[src/sfp_pkg.sv]
// package: register map, field layout and constants of the sample fifo pwm
package sfp_pkg;
  // register byte offsets
  localparam logic [11:0] OFF_CTRL   = 12'h000;  // control
  localparam logic [11:0] OFF_STATUS = 12'h004;  // sticky event status, write one to clear
  localparam logic [11:0] OFF_MASK   = 12'h008;  // interrupt mask
  localparam logic [11:0] OFF_SAMPLE = 12'h00C;  // sample fifo write port
  localparam logic [11:0] OFF_PERIOD = 12'h010;  // period register
  localparam logic [11:0] OFF_COUNT  = 12'h014;  // live counter readback
  localparam logic [11:0] OFF_PRESC  = 12'h018;  // prescaler divide value

  // control fields
  localparam int CTRL_EN_BIT   = 0;  // modulator enable
  localparam int CTRL_SRC_LSB  = 1;  // clock_source_select, two bits
  localparam int CTRL_SRC_W    = 2;
  localparam int CTRL_POL_BIT  = 3;  // output polarity invert

  // widths
  localparam int CNT_W  = 16;  // counter and sample width
  localparam int FIFO_D = 4;   // fifo depth
  localparam int PTR_W  = 2;   // fifo index width
  localparam int LVL_W  = 3;   // fifo level width
  localparam int PSC_W  = 12;  // prescaler width
  localparam int NIRQ   = 4;   // interrupt lines

  // status bit positions
  localparam int ST_ROOM  = 0;  // fifo has room
  localparam int ST_ROLL  = 1;  // period rollover
  localparam int ST_CMP   = 2;  // compare match
  localparam int ST_UNDER = 3;  // rollover with fifo empty

  // reset values
  localparam logic [15:0] PERIOD_RST = 16'hFFFE;
  localparam logic [11:0] PRESC_RST  = 12'h000;
  localparam logic [3:0]  MASK_RST   = 4'h0;

  // clock source selection codes
  typedef enum logic [1:0] {
    SFP_SRC_OFF    = 2'h0,
    SFP_SRC_IPG    = 2'h1,
    SFP_SRC_HIGH   = 2'h2,
    SFP_SRC_LOWREF = 2'h3
  } sfp_src_e;
endpackage : sfp_pkg

[src/sfp_fifo.sv]
// file: four by sixteen sample fifo held in flip-flops
`timescale 1ns/1ns
module sfp_fifo (
  // clock and reset
  input  wire logic                      clk,
  input  wire logic                      rst_n,
  // filling side
  input  wire logic                      wr_valid,
  output logic                           wr_ready,
  input  wire logic [sfp_pkg::CNT_W-1:0] wr_data,
  // draining side
  output logic                           rd_valid,
  input  wire logic                      rd_ready,
  output logic [sfp_pkg::CNT_W-1:0]      rd_data,
  // fill level
  output logic [sfp_pkg::LVL_W-1:0]      level
);
  logic [sfp_pkg::CNT_W-1:0] mem [sfp_pkg::FIFO_D];  // sample storage
  logic [sfp_pkg::PTR_W-1:0] wptr;                   // write index
  logic [sfp_pkg::PTR_W-1:0] rptr;                   // read index
  logic [sfp_pkg::PTR_W-1:0] next_wptr;
  logic [sfp_pkg::PTR_W-1:0] next_rptr;
  logic [sfp_pkg::LVL_W-1:0] next_level;
  logic                      do_wr;
  logic                      do_rd;

  // honest flags straight from the level
  assign wr_ready = (level != sfp_pkg::LVL_W'(sfp_pkg::FIFO_D));
  assign rd_valid = (level != '0);
  assign rd_data  = mem[rptr];
  assign do_wr    = wr_valid && wr_ready;
  assign do_rd    = rd_valid && rd_ready;

  // pointer and level next state
  always_comb begin
    next_wptr  = do_wr ? wptr + 1'b1 : wptr;
    next_rptr  = do_rd ? rptr + 1'b1 : rptr;
    next_level = level;
    if (do_wr && !do_rd) begin
      next_level = level + 1'b1;
    end else if (do_rd && !do_wr) begin
      next_level = level - 1'b1;
    end
  end

  // pointer and level registers
  always_ff @(posedge clk or negedge rst_n) begin
    if (!rst_n) begin
      wptr  <= '0;
      rptr  <= '0;
      level <= '0;
    end else begin
      wptr  <= next_wptr;
      rptr  <= next_rptr;
      level <= next_level;
    end
  end

  // storage, one entry per flip-flop group; data needs no reset
  genvar gi;
  for (gi = 0; gi < sfp_pkg::FIFO_D; gi++) begin : g_mem
    always_ff @(posedge clk) begin
      if (do_wr && wptr == sfp_pkg::PTR_W'(gi)) begin
        mem[gi] <= wr_data;
      end
    end
  end
endmodule : sfp_fifo

[src/sfp_presc.sv]
// file: source selection and prescaler producing a one-cycle count tick
`timescale 1ns/1ns
module sfp_presc (
  // clock and reset
  input  wire logic                      clk,
  input  wire logic                      rst_n,
  // control
  input  wire logic                      run,
  input  wire logic [1:0]                src_sel,
  input  wire logic [sfp_pkg::PSC_W-1:0] div,
  // source ticks, already synchronous to clk
  input  wire logic                      tick_high,
  input  wire logic                      tick_lowref,
  // count enable pulse
  output logic                           tick
);
  logic [sfp_pkg::PSC_W-1:0] cnt;       // prescaler counter
  logic [sfp_pkg::PSC_W-1:0] next_cnt;
  logic                      next_tick;
  logic                      src_tick;  // selected source edge

  // pick the feeding source; the bus clock ticks on every edge
  always_comb begin
    unique case (sfp_pkg::sfp_src_e'(src_sel))
      sfp_pkg::SFP_SRC_OFF:    src_tick = 1'b0;
      sfp_pkg::SFP_SRC_IPG:    src_tick = 1'b1;
      sfp_pkg::SFP_SRC_HIGH:   src_tick = tick_high;
      sfp_pkg::SFP_SRC_LOWREF: src_tick = tick_lowref;
    endcase
  end

  // divide the source by div+1
  always_comb begin
    next_cnt  = cnt;
    next_tick = 1'b0;
    if (!run) begin
      next_cnt = '0;
    end else if (src_tick) begin
      if (cnt >= div) begin
        next_cnt  = '0;
        next_tick = 1'b1;
      end else begin
        next_cnt = cnt + 1'b1;
      end
    end
  end

  // prescaler registers
  always_ff @(posedge clk or negedge rst_n) begin
    if (!rst_n) begin
      cnt  <= '0;
      tick <= 1'b0;
    end else begin
      cnt  <= next_cnt;
      tick <= next_tick;
    end
  end
endmodule : sfp_presc

[src/sfp_top.sv]
// file: apb slave, counter and output stage of the sample fifo pwm
`timescale 1ns/1ns
module sfp_top (
  // clock and reset
  input  wire logic                      clk,
  input  wire logic                      rst_n,
  // source ticks from the clock controller unit, synchronous to clk
  input  wire logic                      tick_high,
  input  wire logic                      tick_lowref,
  input  wire logic                      low_power,
  // apb slave
  input  wire logic                      psel,
  input  wire logic                      penable,
  input  wire logic                      pwrite,
  input  wire logic [11:0]               paddr,
  input  wire logic [31:0]               pwdata,
  output logic [31:0]                    prdata,
  output logic                           pready,
  output logic                           pslverr,
  // pulse output pin
  output logic                           pulse_output_pin,
  // interrupts
  output logic [sfp_pkg::NIRQ-1:0]       irq_lines,
  output logic                           irq
);
  // register state
  logic                          enable;        // modulator running
  logic [1:0]                    src_sel;       // clock_source_select
  logic                          invert;        // output polarity
  logic [sfp_pkg::CNT_W-1:0]     period;        // period register
  logic [sfp_pkg::PSC_W-1:0]     presc;         // prescaler divide
  logic [sfp_pkg::NIRQ-1:0]      status;        // sticky events
  logic [sfp_pkg::NIRQ-1:0]      mask;          // interrupt mask
  logic [31:0]                   rdata_q;       // registered read data
  logic                          next_enable;
  logic [1:0]                    next_src_sel;
  logic                          next_invert;
  logic [sfp_pkg::CNT_W-1:0]     next_period;
  logic [sfp_pkg::PSC_W-1:0]     next_presc;
  logic [sfp_pkg::NIRQ-1:0]      next_status;
  logic [sfp_pkg::NIRQ-1:0]      next_mask;
  logic [31:0]                   next_rdata;
  // counter and output state
  logic [sfp_pkg::CNT_W-1:0]     count;         // main counter
  logic [sfp_pkg::CNT_W-1:0]     duty;          // active sample
  logic                          pulse_output;  // internal level before polarity
  logic [sfp_pkg::CNT_W-1:0]     next_count;
  logic [sfp_pkg::CNT_W-1:0]     next_duty;
  logic                          next_pulse;
  // fifo hookup
  logic                          f_wr_ready;
  logic                          f_rd_valid;
  logic                          f_rd_ready;
  logic [sfp_pkg::CNT_W-1:0]     f_rd_data;
  logic [sfp_pkg::LVL_W-1:0]     f_level;
  // events
  logic                          tick;          // prescaled count enable
  logic                          rollover;      // counter wraps this tick
  logic                          cmp_hit;       // next count meets duty
  logic [sfp_pkg::NIRQ-1:0]      events;
  // bus decode
  logic                          acc;           // access phase
  logic                          wr_acc;
  logic                          wr_ctrl;
  logic                          wr_stat;
  logic                          wr_mask;
  logic                          wr_samp;
  logic                          wr_per;
  logic                          wr_psc;
  logic                          mapped;

  // address match used for every register
  function automatic logic hit(input logic [11:0] a, input logic [11:0] off);
    hit = (a == off);
  endfunction : hit

  // single-cycle access phase: ready is always high, answer in the access cycle
  assign acc     = psel && penable;
  assign wr_acc  = acc && pwrite;
  assign wr_ctrl = wr_acc && hit(paddr, sfp_pkg::OFF_CTRL);
  assign wr_stat = wr_acc && hit(paddr, sfp_pkg::OFF_STATUS);
  assign wr_mask = wr_acc && hit(paddr, sfp_pkg::OFF_MASK);
  assign wr_samp = wr_acc && hit(paddr, sfp_pkg::OFF_SAMPLE);
  assign wr_per  = wr_acc && hit(paddr, sfp_pkg::OFF_PERIOD);
  assign wr_psc  = wr_acc && hit(paddr, sfp_pkg::OFF_PRESC);
  assign mapped  = hit(paddr, sfp_pkg::OFF_CTRL)   || hit(paddr, sfp_pkg::OFF_STATUS) ||
                   hit(paddr, sfp_pkg::OFF_MASK)   || hit(paddr, sfp_pkg::OFF_SAMPLE) ||
                   hit(paddr, sfp_pkg::OFF_PERIOD) || hit(paddr, sfp_pkg::OFF_COUNT)  ||
                   hit(paddr, sfp_pkg::OFF_PRESC);
  assign pready  = 1'b1;
  // unmapped access or a sample write into a full fifo answers with an error
  assign pslverr = acc && (!mapped || (wr_samp && !f_wr_ready));
  assign prdata  = rdata_q;

  // sample fifo between bus and counter
  sfp_fifo u_fifo (
    .clk      (clk),
    .rst_n    (rst_n),
    .wr_valid (wr_samp),
    .wr_ready (f_wr_ready),
    .wr_data  (pwdata[sfp_pkg::CNT_W-1:0]),
    .rd_valid (f_rd_valid),
    .rd_ready (f_rd_ready),
    .rd_data  (f_rd_data),
    .level    (f_level)
  );

  // source select and prescaler; low reference and high ticks ignore low_power,
  // so the block keeps counting from them while the functional clock is gated
  sfp_presc u_presc (
    .clk         (clk),
    .rst_n       (rst_n),
    .run         (enable),
    .src_sel     (src_sel),
    .div         (presc),
    .tick_high   (tick_high),
    .tick_lowref (tick_lowref),
    .tick        (tick)
  );

  // rollover and compare, evaluated on prescaled ticks only
  assign rollover   = tick && (count >= period);
  // match looks one count ahead so the pin is already low while count equals duty
  assign cmp_hit    = tick && !rollover && (sfp_pkg::CNT_W'(count + 1'b1) == duty);
  assign f_rd_ready = rollover;
  assign events[sfp_pkg::ST_ROOM]  = f_wr_ready;
  assign events[sfp_pkg::ST_ROLL]  = rollover;
  assign events[sfp_pkg::ST_CMP]   = cmp_hit;
  assign events[sfp_pkg::ST_UNDER] = rollover && !f_rd_valid;

  // counter and output next state
  always_comb begin
    next_count = count;
    next_duty  = duty;
    next_pulse = pulse_output;
    if (!enable) begin
      // disabled: output parked inactive and counter cleared
      next_count = '0;
      next_pulse = 1'b0;
    end else if (rollover) begin
      next_count = '0;
      next_pulse = 1'b1;
      // keep the last duty when the fifo has run dry
      if (f_rd_valid) begin
        next_duty = f_rd_data;
      end
    end else if (cmp_hit) begin
      next_pulse = 1'b0;
      next_count = count + 1'b1;
    end else if (tick) begin
      next_count = count + 1'b1;
    end
  end

  // counter and output registers
  always_ff @(posedge clk or negedge rst_n) begin
    if (!rst_n) begin
      count        <= '0;
      duty         <= '0;
      pulse_output <= 1'b0;
    end else begin
      count        <= next_count;
      duty         <= next_duty;
      pulse_output <= next_pulse;
    end
  end

  // register file next state
  always_comb begin
    next_enable  = enable;
    next_src_sel = src_sel;
    next_invert  = invert;
    next_period  = period;
    next_presc   = presc;
    next_mask    = mask;
    next_rdata   = rdata_q;
    if (wr_ctrl) begin
      next_enable = pwdata[sfp_pkg::CTRL_EN_BIT];
      next_invert = pwdata[sfp_pkg::CTRL_POL_BIT];
      // source is only taken while stopped and staying stopped
      if (!enable && !pwdata[sfp_pkg::CTRL_EN_BIT]) begin
        next_src_sel = pwdata[sfp_pkg::CTRL_SRC_LSB +: sfp_pkg::CTRL_SRC_W];
      end
    end
    if (wr_per) begin
      next_period = pwdata[sfp_pkg::CNT_W-1:0];
    end
    if (wr_psc) begin
      next_presc = pwdata[sfp_pkg::PSC_W-1:0];
    end
    if (wr_mask) begin
      next_mask = pwdata[sfp_pkg::NIRQ-1:0];
    end
    // set wins over write-one-to-clear
    next_status = (status & ~(wr_stat ? pwdata[sfp_pkg::NIRQ-1:0] : '0)) | events;
    // read mux, captured in the setup cycle so data is ready in access phase
    if (psel && !penable && !pwrite) begin
      next_rdata = 32'h0000_0000;
      if (hit(paddr, sfp_pkg::OFF_CTRL)) begin
        next_rdata[sfp_pkg::CTRL_EN_BIT] = enable;
        next_rdata[sfp_pkg::CTRL_SRC_LSB +: sfp_pkg::CTRL_SRC_W] = src_sel;
        next_rdata[sfp_pkg::CTRL_POL_BIT] = invert;
      end else if (hit(paddr, sfp_pkg::OFF_STATUS)) begin
        next_rdata[sfp_pkg::NIRQ-1:0] = status;
      end else if (hit(paddr, sfp_pkg::OFF_MASK)) begin
        next_rdata[sfp_pkg::NIRQ-1:0] = mask;
      end else if (hit(paddr, sfp_pkg::OFF_SAMPLE)) begin
        // sample reads show the fifo level
        next_rdata[sfp_pkg::LVL_W-1:0] = f_level;
      end else if (hit(paddr, sfp_pkg::OFF_PERIOD)) begin
        next_rdata[sfp_pkg::CNT_W-1:0] = period;
      end else if (hit(paddr, sfp_pkg::OFF_COUNT)) begin
        next_rdata[sfp_pkg::CNT_W-1:0] = count;
      end else if (hit(paddr, sfp_pkg::OFF_PRESC)) begin
        next_rdata[sfp_pkg::PSC_W-1:0] = presc;
      end
    end
  end

  // register file flip-flops
  always_ff @(posedge clk or negedge rst_n) begin
    if (!rst_n) begin
      enable  <= 1'b0;
      src_sel <= sfp_pkg::SFP_SRC_IPG;
      invert  <= 1'b0;
      period  <= sfp_pkg::PERIOD_RST;
      presc   <= sfp_pkg::PRESC_RST;
      mask    <= sfp_pkg::MASK_RST;
      status  <= '0;
      rdata_q <= 32'h0000_0000;
    end else begin
      enable  <= next_enable;
      src_sel <= next_src_sel;
      invert  <= next_invert;
      period  <= next_period;
      presc   <= next_presc;
      mask    <= next_mask;
      status  <= next_status;
      rdata_q <= next_rdata;
    end
  end

  // polarity sits after the flip-flop; low_power is advisory only here since
  // the single clk stands in for every source, so nothing here is gated by it
  assign pulse_output_pin = pulse_output ^ invert;
  assign irq_lines        = status & mask;
  assign irq              = |irq_lines;
endmodule : sfp_top

[config.mk]
export PLATFORM = sky130hd
export DESIGN_NAME = sfp_top
export DESIGN_NICKNAME = d
export VERILOG_FILES = /design/src/sfp_pkg.sv /design/src/sfp_fifo.sv /design/src/sfp_presc.sv /design/src/sfp_top.sv
export SDC_FILE = /design/constraint.sdc
export NUM_CORES = 1
export LEC_CHECK = 0
export BUFFER_PORTS_ARGS = -buffer_cell sky130_fd_sc_hd__buf_2
export CELL_PAD_IN_SITES_DETAIL_PLACEMENT = 1
export CELL_PAD_IN_SITES_GLOBAL_PLACEMENT = 2
export CORE_MARGIN = 10
export CORE_UTILIZATION = 40
export DETAILED_ROUTE_END_ITERATION = 12
export PLACE_DENSITY = 0.82
export SLEW_MARGIN = 30
export SYNTH_ARGS = -nofsm -noshare
export SYNTH_HDL_FRONTEND = slang
export SYNTH_HIERARCHICAL = 1
export SYNTH_SLANG_ARGS = --single-unit
[constraint.sdc]
create_clock -name clk -period 9.6 [get_ports clk]
set_clock_uncertainty 0.15 [all_clocks]
set_input_delay 0.48 -clock clk [delete_from_list [all_inputs] [get_ports clk]]
set_output_delay 0.48 -clock clk [all_outputs]
set_load 0.03 [all_outputs]
==> out/results.tsv <==
metric	value	unit
initial antenna violation count	0	
P_sw	0.3769	mW
Die X	170.8	um
EDFF count, synth	64	
core area	22500	um2
final net count	902	
Routed Antenna Nets	0	
Ys Warns	6	
fraction of registers with async set/reset	63.01	%
final setup TNS	0	ns
Worst-path clk slew	0.07	ns
WP data required	9.81	ns
ys flop type	dfrtp_1	
Hold WS	0.1575	ns
Sw Ratio	25.04	%
Area growth syn-to-layout	10.55	%
Hold Violations, Final	0	
pre-CTS setup slack	5.349	ns
Flop pwr share	51.5	%
total leakage power	4.188	nW
Int Power	1.128	mW
worst-case clock buffer depth	2	
final routed DRC violation total	0	
row count	55	
vias in the first global route	6730	
share of layout cells above drive strength 1	22.49	%
largest net degree at the start of global routing	68	
slack of the worst reg-to-reg path	5.41	ns
initial DRC count	403	
depth of the most critical reg-to-reg path	13	
Setup WS post-layout	5.406	ns
commonest cells after routing, fill and taps aside	dfrtp_1, edfxtp_1, nand2_1	
synth unique cells	83	
Placed Instances	1079	
die area	29170	um2
CP Data Arrival Time	4.41	ns
kind of critical path	reg -> reg	
syn avg cell area	11.73	um2
I/O pin count	92	
Yosys reg bits	173	
vias per inst	5.558	
Worst Max-Slew Pin Slew	0.9486	ns
Worst Hold Path EP	u_fifo/mem[1][15]$_DFFE_PP_	
Root Driver	clkbuf_16	
GRT Overall Usage	16.64	%
Final Setup Violations	0	
Initial Util	40.41	%
RSZ-0062 raised after global routing	no	
critical path peak fanout	8	
CP endpoint kind	flop	
Antenna Cells	0	
total global routing overflow	0	
status	completed	
Detailed Place HPWL	16.81	mm
Seq/Total Area, Yosys	51.35	%
Max rail drop VDD	0.00008948	V
clock share of power	44.2	%
met1 usage	21.63	%
number of iterations in the first detailed-routing pass	5	
first-pass GRT wire length	37.74	mm
final period utilization	43.68	%
hold crit path type	in -> reg	
post-CTS sizing	0	
sinks on the clock net	173	
post-CTS setup buffer count	0	
Worst slew margin	36.76	%
Crit Reg-Reg Endpoint	u_fifo/level[2]$_DFFE_PN0P_	
GPL Wtd Cong	0.7820	
chip height	170.8	um
Slew Limit Fails	0	
RR Startpoint	count[9]$_DFFE_PN0P_	
busiest grt layer	met2	
H-tree levels	4	
min-delay src	pwdata[15]	
cell area after synthesis	9094	um2
hold path depth	1	
clk_lat worst skew	0.44	ns
CTS buffer count	17	
max_cap viols	0	
# port buffers	57	
drt wl/cell	21.06	um
Fmax	238.5	MHz
Pwr Density	149.7	nW/um2
total detailed-routing wirelength	23.42	mm
via count	6181	
CTS tree	done	
GRT met3 Usage	3.134	%
GR Util met2	27.52	%
combinational power share	4.4	%
commonest non-fill, non-tap cell in the layout	dfrtp_1	
CP Launch Type	flop	
Cells after Synth	775	
minimum clock period	4.194	ns
non-filler instance count after layout	1112	
-- per-stage QoR --
step	total power, mW	cell area [um2]	utilization, %
CTS	1.522	10050	44.65
floorplan	0.8247	9150	-
finish	1.505	10050	44.68
detailed placement	0.8554	9482	42.14
global route	1.559	10050	44.68
global placement	0.8544	9475	42.11
-- layout make-up --
cell class,count,area [um2]
Timing Repair Buffer,61,324.1
Clock inverter,14,127.6
Fill cell,2429,12450
Inverter,43,161.4
Multi-Input combinational cell,518,3984
Clock buffer,18,429.2
Sequential cell,173,4671
Tap cell,285,356.6
-- flip-flops by register name (all words and copies together), names as in the netlist, 3 cells and up --
name / count
status: 4
period: 16
u_fifo/level: 3
prdata: 16
count: 16
mask: 4
u_presc/cnt: 12
presc: 12
duty: 16
u_fifo/mem: 64
-- power by group through the flow --
| stage | logic [mW] | clock network, mW | registers [mW] |
|---|---|---|---|
| after floorplan | 0.0264 | 0 | 0.798 |
| after global placement | 0.0655 | 0 | 0.789 |
| after detailed placement | 0.0663 | 0 | 0.789 |
| after CTS | 0.0669 | 0.681 | 0.774 |
| after global routing | 0.0723 | 0.712 | 0.775 |
| final | 0.0656 | 0.665 | 0.774 |
-- synthesized netlist by cell type, drive strengths merged, types with 6 or more instances --
cell type,count,share of area [%]
nand4,8,0.55
dfrtp,93,26
o21ai,51,2.8
a21oi,21,1.2
and3,9,0.62
a21o,10,0.83
ha,35,4.8
nand2,63,2.7
nor4,8,0.78
xnor2,17,1.6
a221oi,6,0.77
dfstp,16,4.6
a22o,10,0.96
nor2b,14,0.96
and2,15,1.0
o2111ai,7,0.67
or3,10,0.80
o211ai,10,0.83
a222oi,8,0.88
inv,43,1.8
nor2,34,1.5
buf,38,3.1
nand3,20,1.3
clkbuf,18,0.76
xor2,11,1.1
edfxtp,64,21
nor3,12,0.83
mux4,16,4.3
mux2,39,4.9
-- logic make-up (layout without fill, tap and decap cells) --
group / after synthesis / count (layout) / share of synthesized area [%]
muxes: 59 / 59 / 9.645
other: 2 / 17 / 0.08258
DFF: 173 / 173 / 51.35
AOI/OAI and AO/OA: 157 / 157 / 12.14
and+or+nand+nor: 221 / 221 / 13.43
xor gates and xnor gates: 28 / 28 / 2.697
adders and majority gates: 36 / 36 / 5.036
buffers and inverters: 99 / 136 / 5.627
-- what timing repair did --
item,CTS,global route
setup endpoints to repair,0,0
hold buffers,1,0
hold endpoints to repair,38,0
-- per-layer routing --
| metal | wire length, um | vias to the layer above | share of wire (%) |
|---|---|---|---|
| li1 | - | 2896 | - |
| met1 | 10770 | 3167 | 46 |
| met2 | 11480 | 98 | 49 |
| met3 | 823 | 20 | 3.5 |
| met4 | 345 | 0 | 1.5 |
| met5 | 0 | - | 0 |
-- critical path, stage by stage (launching register included) --
cell and delay, ns:
dfrtp_1 0.59, ha_1 0.33, a21oi_1 0.14, o21ai_0 0.10, a2111oi_1 0.79, o21ai_0 0.50, and2_1 0.36, nand2_1 0.11
ha_1 0.19, inv_1 0.06, fa_1 0.37, xor2_1 0.15, nor2_1 0.11, xor2_1 0.16
-- worst max-delay path by stage --
stage                                       from                          end  slack, ns  depth (start not counted)
after CTS                 period[11]$_DFFE_PN1P_  u_fifo/level[2]$_DFFE_PN0P_       5.27                         14
final                       count[9]$_DFFE_PN0P_  u_fifo/level[2]$_DFFE_PN0P_       5.41                         13
after global routing       count[13]$_DFFE_PN0P_  u_fifo/level[2]$_DFFE_PN0P_       5.15                         13
after detailed placement    count[9]$_DFFE_PN0P_  u_fifo/level[2]$_DFFE_PN0P_       5.35                         13
after floorplan           period[11]$_DFFE_PN1P_  u_fifo/level[2]$_DFFE_PN0P_       6.33                         14
after global placement    period[11]$_DFFE_PN1P_  u_fifo/level[2]$_DFFE_PN0P_       5.38                         14
Note: power is estimated with default switching activity, not from simulation.
